## config.mk

```make
export PLATFORM = sky130hd
export DESIGN_NAME = emb_strobes
export DESIGN_NICKNAME = d
export VERILOG_FILES = /design/src/hdl/emb_pkg.sv /design/src/hdl/emb_phase_if.sv /design/src/hdl/emb_phase_timer.sv /design/src/hdl/emb_strobes.sv
export SDC_FILE = /design/constraint.sdc
export NUM_CORES = 1
export LEC_CHECK = 0
export BUFFER_PORTS_ARGS = -buffer_cell sky130_fd_sc_hd__buf_2
export CAP_MARGIN = 10
export CORE_UTILIZATION = 50
export DETAILED_ROUTE_END_ITERATION = 8
export PLACE_DENSITY = 0.78
export RECOVER_POWER = 50
export SYNTH_ARGS = -nofsm -noshare
export SYNTH_HDL_FRONTEND = slang
export SYNTH_HIERARCHICAL = 1
export SYNTH_SLANG_ARGS = --single-unit
```

## constraint.sdc

```tcl
create_clock -name ref_clk -period 2.4 [get_ports ref_clk]
set_input_delay 0.12 -clock ref_clk [delete_from_list [all_inputs] [get_ports ref_clk]]
set_output_delay 0.12 -clock ref_clk [all_outputs]
set_load 0.005 [all_outputs]
```

## src/hdl/emb_pkg.sv

```systemverilog
package emb_pkg;
   // ==========================================
   // bus widths
   localparam int EMB_DATA_W       = 8;
   localparam int EMB_ADDR_W_SMALL = 11;
   localparam int EMB_ADDR_W_LARGE = 22;
   // ==========================================
   // reset vector
   localparam logic [21:0] EMB_VEC_LO_ADDR = 22'h000000;
   localparam logic [21:0] EMB_VEC_HI_ADDR = 22'h000001;
   // ==========================================
   // cycle phase lengths in ref_clk cycles
   localparam int EMB_ADDR_CYC = 1;
   localparam int EMB_DATA_CYC = 2;
   // ==========================================
   // pull-up enable after reset
   localparam int          EMB_PORT_W     = 8;
   localparam logic [7:0]  EMB_PULLUP_RST = 8'hff;
   // ==========================================
   // cycle states, one-hot
   typedef enum logic [4:0] {
      EMB_IDLE  = 5'h01,
      EMB_ADDR  = 5'h02,
      EMB_LATCH = 5'h04,
      EMB_DATA  = 5'h08,
      EMB_DONE  = 5'h10
   } emb_state_t;
endpackage

```

## src/hdl/emb_phase_if.sv

```systemverilog
`timescale 1ns/10ps
interface emb_phase_if;
   logic load;
   logic expired;
   logic [3:0] count;
   modport ctl (output load, output count, input expired);
   modport tmr (input load, input count, output expired);
endinterface

```

## src/hdl/emb_phase_timer.sv

```systemverilog
`timescale 1ns/10ps
module emb_phase_timer (
   input  wire logic  ref_clk,
   input  wire logic  srst,
   emb_phase_if.tmr   ph
);
   import emb_pkg::*;
   logic [3:0] cnt_r;
   logic [3:0] cnt_nxt;
   logic       exp_r;
   logic       exp_nxt;
   always_comb begin
      cnt_nxt = cnt_r;
      exp_nxt = 1'b0;
      if (ph.load) begin
         cnt_nxt = ph.count;
      end else if (cnt_r != 4'h0) begin
         cnt_nxt = cnt_r - 4'h1;
         exp_nxt = (cnt_r == 4'h1);
      end
   end
   always_ff @(posedge ref_clk) begin
      if (srst) begin
         cnt_r <= 4'h0;
         exp_r <= 1'b0;
      end else begin
         cnt_r <= cnt_nxt;
         exp_r <= exp_nxt;
      end
   end
   assign ph.expired = exp_r;
endmodule

```

## src/hdl/emb_strobes.sv

```systemverilog
// Summary of operation
// - the address strobe pulses low once at the start of every memory cycle.
// - address, direction and write data are stable before the address strobe rises.
// - on writes, output data is valid no later than the data strobe falling edge.
// - cycles to on-chip memory keep the data strobe high throughout.
// - the direction line is low only for external writes, high otherwise.
// - after reset, the start vector is fetched from bytes 00h and 01h, then execution starts there.
// - strobes and direction line can be released to high impedance.
// - the watchdog strap is sampled: high selects software, low selects hardware watchdog.
// - the address bus is 11 lines on the small variant or 22 lines on the large one.
// - all port pins have weak pull-ups enabled after reset.
`timescale 1ns/10ps
module emb_strobes #(
   parameter bit LARGE_PKG = 1'b1
) (
   input  wire logic                              ref_clk,
   input  wire logic                              srst,
   input  wire logic                              req_valid,
   input  wire logic                              req_write,
   input  wire logic                              req_internal,
   input  wire logic [emb_pkg::EMB_ADDR_W_LARGE-1:0] req_addr,
   input  wire logic [emb_pkg::EMB_DATA_W-1:0]    req_wdata,
   input  wire logic                              bus_release,
   input  wire logic                              watchdog_select_strap,
   input  wire logic [emb_pkg::EMB_DATA_W-1:0]    port_zero_bus_in,
   output logic                                   req_ready,
   output logic                                   rsp_valid,
   output logic [emb_pkg::EMB_DATA_W-1:0]         rsp_rdata,
   output logic                                   boot_busy,
   output logic [emb_pkg::EMB_ADDR_W_LARGE-1:0]   start_addr,
   output logic                                   wdog_sw_mode,
   output logic                                   addr_latch_strobe_n,
   output logic                                   addr_latch_strobe_oe,
   output logic                                   xfer_timing_strobe_n,
   output logic                                   xfer_timing_strobe_oe,
   output logic                                   rw_dir,
   output logic                                   rw_dir_oe,
   output logic [emb_pkg::EMB_ADDR_W_LARGE-1:0]   ext_addr,
   output logic [emb_pkg::EMB_DATA_W-1:0]         port_zero_bus_out,
   output logic                                   port_zero_bus_oe,
   output logic [emb_pkg::EMB_PORT_W-1:0]         pullup_en
);
   import emb_pkg::*;

   localparam int AW = LARGE_PKG ? EMB_ADDR_W_LARGE : EMB_ADDR_W_SMALL;
   localparam logic [AW-1:0] AMASK = AW'({AW{1'b1}});

   if (EMB_DATA_CYC < 1 || EMB_DATA_CYC > 15 || EMB_ADDR_CYC != 1) begin : g_bad_phase
      $error("emb_strobes: phase lengths out of range");
   end

   emb_phase_if ph ();
   emb_phase_timer u_timer (
      .ref_clk (ref_clk),
      .srst    (srst),
      .ph      (ph)
   );

   // ==========================================
   // cycle sequencer
   emb_state_t             st_r, st_nxt;
   logic                   boot_r, boot_nxt;
   logic                   vec_hi_r, vec_hi_nxt;
   logic                   strap_done_r, strap_done_nxt;
   logic                   wr_r, wr_nxt;
   logic                   int_r, int_nxt;
   logic [21:0]            addr_r, addr_nxt;
   logic [7:0]             wd_r, wd_nxt;
   logic [7:0]             rd_r, rd_nxt;
   logic                   rv_r, rv_nxt;
   logic                   rdy_r, rdy_nxt;
   logic [21:0]            start_r, start_nxt;
   logic                   sw_r, sw_nxt;
   logic                   as_n_r, as_n_nxt;
   logic                   ds_n_r, ds_n_nxt;
   logic                   rw_r, rw_nxt;
   logic                   d_oe_r, d_oe_nxt;
   logic                   oe_r, oe_nxt;

   function automatic logic [21:0] mask_addr(input logic [21:0] a);
      mask_addr = a & 22'(AMASK);
   endfunction

   always_comb begin
      st_nxt         = st_r;
      boot_nxt       = boot_r;
      vec_hi_nxt     = vec_hi_r;
      strap_done_nxt = 1'b1;
      wr_nxt         = wr_r;
      int_nxt        = int_r;
      addr_nxt       = addr_r;
      wd_nxt         = wd_r;
      rd_nxt         = rd_r;
      rv_nxt         = 1'b0;
      rdy_nxt        = 1'b0;
      start_nxt      = start_r;
      sw_nxt         = strap_done_r ? sw_r : watchdog_select_strap;
      as_n_nxt       = 1'b1;
      ds_n_nxt       = 1'b1;
      rw_nxt         = 1'b1;
      d_oe_nxt       = 1'b0;
      oe_nxt         = !bus_release;
      ph.load        = 1'b0;
      ph.count       = 4'h0;
      case (st_r)
         EMB_IDLE: begin
            if (boot_r) begin
               wr_nxt   = 1'b0;
               int_nxt  = 1'b0;
               addr_nxt = vec_hi_r ? EMB_VEC_HI_ADDR : EMB_VEC_LO_ADDR;
               st_nxt   = EMB_ADDR;
            end else if (req_valid && !rdy_r) begin
               rdy_nxt  = 1'b1;
               wr_nxt   = req_write;
               int_nxt  = req_internal;
               addr_nxt = mask_addr(req_addr);
               wd_nxt   = req_wdata;
               st_nxt   = EMB_ADDR;
            end
         end
         EMB_ADDR: begin
            as_n_nxt = 1'b0;
            rw_nxt   = !(wr_r && !int_r);
            d_oe_nxt = wr_r && !int_r;
            st_nxt   = EMB_LATCH;
         end
         EMB_LATCH: begin
            rw_nxt   = !(wr_r && !int_r);
            d_oe_nxt = wr_r && !int_r;
            ds_n_nxt = int_r;
            ph.load  = 1'b1;
            ph.count = 4'(EMB_DATA_CYC);
            st_nxt   = EMB_DATA;
         end
         EMB_DATA: begin
            rw_nxt   = !(wr_r && !int_r);
            d_oe_nxt = wr_r && !int_r;
            ds_n_nxt = int_r;
            if (ph.expired) begin
               ds_n_nxt = 1'b1;
               rd_nxt   = port_zero_bus_in;
               st_nxt   = EMB_DONE;
            end
         end
         EMB_DONE: begin
            st_nxt = EMB_IDLE;
            if (boot_r) begin
               if (!vec_hi_r) begin
                  start_nxt[15:8] = rd_r;
                  vec_hi_nxt      = 1'b1;
               end else begin
                  start_nxt[7:0] = rd_r;
                  boot_nxt       = 1'b0;
               end
            end else begin
               rv_nxt = !wr_r;
            end
         end
         default: st_nxt = EMB_IDLE;
      endcase
      // data driver follows the release request like the strobes
      d_oe_nxt = d_oe_nxt && !bus_release;
   end

   always_ff @(posedge ref_clk) begin
      if (srst) begin
         st_r         <= EMB_IDLE;
         boot_r       <= 1'b1;
         vec_hi_r     <= 1'b0;
         strap_done_r <= 1'b0;
         wr_r         <= 1'b0;
         int_r        <= 1'b0;
         addr_r       <= 22'h000000;
         wd_r         <= 8'h00;
         rd_r         <= 8'h00;
         rv_r         <= 1'b0;
         rdy_r        <= 1'b0;
         start_r      <= 22'h000000;
         sw_r         <= 1'b0;
         as_n_r       <= 1'b1;
         ds_n_r       <= 1'b1;
         rw_r         <= 1'b1;
         d_oe_r       <= 1'b0;
         oe_r         <= 1'b1;
         pullup_en    <= EMB_PULLUP_RST;
      end else begin
         st_r         <= st_nxt;
         boot_r       <= boot_nxt;
         vec_hi_r     <= vec_hi_nxt;
         strap_done_r <= strap_done_nxt;
         wr_r         <= wr_nxt;
         int_r        <= int_nxt;
         addr_r       <= addr_nxt;
         wd_r         <= wd_nxt;
         rd_r         <= rd_nxt;
         rv_r         <= rv_nxt;
         rdy_r        <= rdy_nxt;
         start_r      <= start_nxt;
         sw_r         <= sw_nxt;
         as_n_r       <= as_n_nxt;
         ds_n_r       <= ds_n_nxt;
         rw_r         <= rw_nxt;
         d_oe_r       <= d_oe_nxt;
         oe_r         <= oe_nxt;
         pullup_en    <= pullup_en;
      end
   end

   // ==========================================
   // pin outputs
   always_comb begin
      req_ready             = rdy_r;
      rsp_valid             = rv_r;
      rsp_rdata             = rd_r;
      boot_busy             = boot_r;
      start_addr            = start_r;
      wdog_sw_mode          = sw_r;
      addr_latch_strobe_n   = as_n_r;
      xfer_timing_strobe_n  = ds_n_r;
      rw_dir                = rw_r;
      addr_latch_strobe_oe  = oe_r;
      xfer_timing_strobe_oe = oe_r;
      rw_dir_oe             = oe_r;
      ext_addr              = addr_r;
      port_zero_bus_out     = wd_r;
      port_zero_bus_oe      = d_oe_r;
   end
endmodule

```

==> results of run 1 <==
[layout make-up]
cell class	count	area [um^2]
flip-flops and latches	77	1540
clock buffers	9	124
inverters	4	15.0
well taps	96	120
multi-input cells	286	1770
fillers	654	2630
repair buffers	120	598
clock inverters	6	38.8
[per-layer routing]
layer,wire length [um],GRT usage [%]
met3,387,3.90
met4,135,9.85
met2,4220,37.7
met5,0,0
met1,4000,30.4
[critical path: cells and delay by family (launching register included)]
kind	cells	cell delay, ns
and+or+nand+nor	2	1.08
muxes	1	0.26
DFF	1	0.46
[registers in the layout, indices dropped and copies added, names as in the netlist, 4 cells and up]
name,flops
port_zero_bus_out,8
st_r,5
rsp_rdata,8
u_timer/cnt_r,4
start_addr,16
ext_addr,22
[where the power goes]
group          internal (mW)  leakage [nW]  switching (mW)
combinational          0.172         0.879           0.259
sequential              1.31         0.622          0.0443
clock                  0.368        0.0813           0.482
total                   1.85          1.58           0.786
[logic make-up (layout without fill, tap and decap cells)]
family | after synthesis | count (layout) | share of synthesized area [%]
compound gates | 107 | 107 | 16.6
xor+xnor | 4 | 4 | 0.989
fa+ha+maj | 2 | 2 | 0.706
buf+inv | 60 | 139 | 8.44
flops | 77 | 77 | 43.5
mux | 12 | 12 | 3.46
other cells | 2 | 17 | 0.212
simple gates | 144 | 144 | 26.0
[worst min-delay path by stage]
stage | cells past startpoint | endpoint | start | slack (ns)
after floorplan | 1 | u_timer/cnt_r[2] | srst | 0.19
after global placement | 2 | port_zero_bus_oe | bus_release | 0.30
after detailed placement | 2 | port_zero_bus_oe | bus_release | 0.30
after CTS | 3 | port_zero_bus_out[7] | req_wdata[7] | 0.006
after global routing | 3 | wdog_sw_mode | watchdog_select_strap | 0.006
final | 3 | wdog_sw_mode | watchdog_select_strap | 0.01
[placed cells by master (no fill, tap or decap), drive strengths merged, types with 9 or more instances in the layout]
master  Yosys  layout
a21oi      25      25
a31oi      23      23
buf        22      93
clkbuf     34      35
conb        2      17
dfxtp      77      77
mux2i      10      10
nand2      24      24
nand3      27      27
nand3b     25      25
nand4b     20      20
nor2        9       9
o21ai      49      49
==> impl_results.md, run 1 <==
* Initial DRT Pass Iterations at 4
* Flops & latches, synth at 77
* Residual DRC at 0
* Relative slew slack at 54.3%
* Yosys cell types at 47
* Final Max Tran Viols at 0
* Critical R2R Capture: port_zero_bus_out[5]
* Clock Skew at 0.00991 ns
* Final core utilization at 61.6%
* Peak supply drop at 0.309 mV
* Final Cell Area at 4210 um^2
* Initial antenna violation count at 0
* Largest net degree at the start of global routing at 53
* RSZ-0062 raised after global routing: false
* Reg2reg path depth at 3
* CP Cell Sequence: or3b_1, nor4_4, mux2i_1
* Max cap viols at 0
* CP required at 2.67 ns
* Outcome: finished, final reports clean
* Vias post-DR at 3326
* DP Worst Slack at 0.548 ns
* Synth area leaders: dfxtp_1 44%, o21ai_0 6.9%, nand3b_1 5.3%
* Crit path kind: flop to flop
* Final #Nets at 545
* DRT iter0 DRCs at 184
* # IOs at 124
* Largest area contributor in the netlist: dfxtp_1
* Worst Setup End Kind: flop
* Core ar. at 6830 um^2
* Largest stage delay, worst path at 0.60 ns
* Mean Syn Cell Area at 8.68 um^2
* Root Buffer Master: clkbuf_8
* Ant. Diodes at 0
* LEAKAGE at 1.58 nW
* Post-Layout Cell Count at 598
* Synth Flop Type: dfxtp_1
* Synth top cells by count: 77 x dfxtp_1, 49 x o21ai_0, 34 x clkbuf_1, 27 x nand3_1
* Resized cells post-CTS at 0
* Total congestion overflow at 0
* Clock transition at the registers of the reported paths at 0.08 ns
* Tot GR Track Use at 23.1%
* Tcrit/Tclk final at 78.3%
* Vias/cell at 5.56
* Placed instance area at 4070 um^2
* Hold/Removal Path Class: input port to flop
* Fraction of layout cells with a size suffix above 1 at 23.5%
* Cell Area, Synth at 3540 um^2
* Final Worst Setup Slack at 0.521 ns
* ANT nets after route at 0
* Hold_buf cts at 1
* Slew @ Worst Pin at 0.685 ns
* Maximum fanout along the worst path at 16
* Die span in x at 86.2 um
* Vias in the first global route at 2953
* Total power at 2.64 mW
* TritonCTS clock tree: yes
* Synthesized instance count at 408
* FP Rows at 30
* CP max-delay cell: nor4_4
* Post-synth ARST share at 0%
* Sequential share of the synthesized area at 43.5%
* Critical Path Source Type: flop
* Total negative slack at 0 ns
* First-pass GRT wire length at 13.7 mm
* Crit path capture: port_zero_bus_out[5]
* Num CTS Buffers at 9
* Final hold vios at 0
* CTS Sinks at 77
* Final HPWL DP at 5.68 mm
* Fmax at 532 MHz
* Placer Congestion at 0.831
* PwrDens at 627 nW/um^2
* Clock Path Buffers at 2
* Setup bufs post-CTS at 0
* Yosys warnings at 6
* Number of synthesized flops with an enable pin at 0
* Most common cell in the netlist: dfxtp_1
* R2r startpoint: st_r[2]
* Die Area at 7430 um^2
* CP arrival at 2.15 ns
* Post-synth top area share at 43.5%
* H-tree depth at 3
* Synthesis-to-layout area growth at 18.8%
* Placed insts at 582
* Register-to-register setup slack at 0.52 ns
* Fin Hold WS at 0.0132 ns
* Initial Util at 51.8%
* CP startpoint: st_r[2]
* Crit path time final at 1.88 ns
* Drt total wl at 8.74 mm
* Port bufs at 109
* WL/cell at 14.6 um
* Worst-Skew Late Latency at 0.35 ns
* Setup violations, final at 0
* Die height at 86.2 um
(Power assumes the default switching activity.)
==> inputs of run 2 (changes only) <==
- ABC_AREA: default -> 1
- CORE_UTILIZATION: 50 -> 49
- clock period: 2.4 -> 1.81 ns (I/O delays scaled with it)
==> run 2 against run 1 <==
The flow now finishes with violations (design-rule violations). Fmax increased by 22%. Non-clock buffer count rose by 25. Flip-flop and latch count unchanged. Combinational power grew 35%. Critical path depth is 5 higher. Synthesized cell count grew 8.8%. Sequential power is 32% higher. Final area grew 2.3%. Critical path type unchanged. Largest cell class is now registers. Largest power group unchanged. Highest routed layer unchanged.
==> impl_results.md, run 2 <==
* Root Buffer Master: clkbuf_8
* Residual DRC at 15
* Post-Layout Cell Count at 662
* Flops & latches, synth at 77
* Initial DRT Pass Iterations at 6
* Final #Nets at 627
* Tcrit/Tclk final at 84.9%
* Drt total wl at 8.18 mm
* H-tree depth at 3
* CP Cell Sequence: inv_1, nand2_1, nor2_4, inv_2, nor2_4, buf_4, nand3_1, nand2_1
* Final Worst Setup Slack at 0.273 ns
* Most frequent cells in the layout: 86 x nand2_1, 84 x nor2_1, 81 x nand3_1
* Fraction of layout cells with a size suffix above 1 at 20.5%
* Die span in x at 84.1 um
* Mean Syn Cell Area at 7.44 um^2
* Vias/cell at 4.84
* LEAKAGE at 2.14 nW
* CP arrival at 1.83 ns
* Largest stage delay, worst path at 0.32 ns
* CP max-delay cell: dfxtp_1
* Initial antenna violation count at 0
* CTS Sinks at 77
* Synthesized instance count at 444
* Placed instance area at 3790 um^2
* CP delay by family, top: simple AND/OR/NAND/NOR gates
* Setup violations, final at 0
* # IOs at 124
* Reg2reg path depth at 8
* ANT nets after route at 0
* Critical Path Source Type: flop
* Register-to-register setup slack at 0.27 ns
* Commonest non-fill, non-tap cell in the layout: nand2_1
* Total congestion overflow at 0
* Synthesis-to-layout area growth at 30.2%
* Fillers at 562
* Synth Flop Type: dfxtp_1
* Hold/Removal Path Class: input port to flop
* Largest area contributor in the netlist: dfxtp_1
* Final hold vios at 0
* Sequential share of the synthesized area at 46.7%
* Fin Hold WS at 0.0314 ns
* TritonCTS clock tree: yes
* Buffers plus inverters on the worst setup path at 3
* First-pass GRT wire length at 13.4 mm
* Failing checks: design-rule violations
* Placed insts at 614
* CP required at 2.10 ns
* PwrDens at 917 nW/um^2
* Tot GR Track Use at 23.7%
* Yosys warnings at 6
* Final Max Tran Viols at 0
* Max cap viols at 0
* Crit path kind: flop to flop
* FP Rows at 29
* Final Cell Area at 4300 um^2
* Initial Util at 51.4%
* R2r startpoint: req_ready
* Final core utilization at 67.0%
* Relative slew slack at 48.9%
* Num CTS Buffers at 9
* Clock Skew at 0.00889 ns
* Die height at 84.1 um
* Post-synth ARST share at 0%
* Yosys cell types at 28
* Largest net degree at the start of global routing at 47
* Placer Congestion at 0.766
* Number of flip-flops in the largest register at 22
* Resized cells post-CTS at 0
* Clock transition at the registers of the reported paths at 0.09 ns
* Critical R2R Capture: ext_addr[20]
* CP startpoint: req_ready
* Slew @ Worst Pin at 0.766 ns
* Post-synth top area share at 46.7%
* DRT iter0 DRCs at 107
* Peak supply drop at 0.488 mV
* Vias post-DR at 3202
* Final HPWL DP at 5.16 mm
* Crit path capture: ext_addr[20]
* Number of synthesized flops with an enable pin at 0
* Cell Area, Synth at 3300 um^2
* Die Area at 7070 um^2
* Vias in the first global route at 2982
* Maximum fanout along the worst path at 31
* DP Worst Slack at 0.355 ns
* Synth area leaders: dfxtp_1 47%, nand3_1 12%, nand2_1 9.8%
* Synth top cells by count: 86 x nand2_1, 83 x nor2_1, 81 x nand3_1, 77 x dfxtp_1, 35 x inv_1
* Crit path time final at 1.54 ns
* Critical path depth at 8
* Ant. Diodes at 0
* Worst-Skew Late Latency at 0.35 ns
* Outcome: finished with violations
* Most common cell in the netlist: nand2_1
* Total power at 3.95 mW
* Core ar. at 6420 um^2
* WL/cell at 12.4 um
* Fmax at 651 MHz
* Worst Setup End Kind: flop
* Total negative slack at 0 ns
* RSZ-0062 raised after global routing: false
* Port bufs at 109
* Clock Path Buffers at 2
-- run 2: metal layers --
layer | global-route usage [%] | routed length (um) | vias up | share of wire, %
met1 | 27.1 | 3320 | 1453 | 41
met3 | 5.54 | 418 | 14 | 5.1
met5 | 0 | 0 | - | 0
met4 | 9.09 | 148 | 0 | 1.8
met2 | 42.9 | 4290 | 101 | 52
li1 | - | - | 1634 | -
-- run 2: worst min-delay path by stage --
stage                                      from              endpoint  slack, ns  cells after the start
after global routing      watchdog_select_strap          wdog_sw_mode       0.06                      3
after global placement              bus_release  addr_latch_strobe_oe       0.27                      2
after floorplan                            srst      u_timer/cnt_r[1]       0.16                      1
final                     watchdog_select_strap          wdog_sw_mode       0.03                      3
after detailed placement            bus_release  addr_latch_strobe_oe       0.27                      2
after CTS                 watchdog_select_strap          wdog_sw_mode       0.03                      3
-- run 2: worst min-delay path, delay by kind of cell --
| kind | cells | cell delay [ns] |
|---|---|---|
| AO/OA/AOI/OAI | 2 | 0.19 |
| buffers and inverters | 1 | 0.07 |
-- run 2: logic make-up (layout without fill, tap and decap cells) --
family                     count (synthesis)  in the layout  share of synthesized area, %
other                                      2             17                         0.227
adders and majority gates                  2              2                         0.757
AOI/OAI and AO/OA                         13             13                          2.05
and+or+nand+nor                          273            273                          37.5
DFF                                       77             77                          46.7
buffers and inverters                     77            203                          12.8
-- run 2: repair_timing --
action / in CTS / in global routing
endpoints found under the hold margin: 33 / 0
buffers inserted: 0 / 0
hold buffers: 32 / 0
-- run 2: cell type report --
type / instances / area, um^2 / area share, %
Sequential cell: 77 / 1540 / 35.8
Multi-Input combinational cell: 305 / 1390 / 32.4
Timing Repair Buffer: 145 / 868 / 20.2
Inverter: 42 / 158 / 3.66
Clock buffer: 9 / 124 / 2.88
Clock inverter: 7 / 120 / 2.79
Tap cell: 77 / 96.3 / 2.24
-- run 2: power breakdown --
part           total [mW]  internal, mW  switching (mW)
registers            1.79          1.75          0.0464
clock network        1.57         0.923           0.650
logic               0.581         0.232           0.349
total                3.95          2.90            1.05
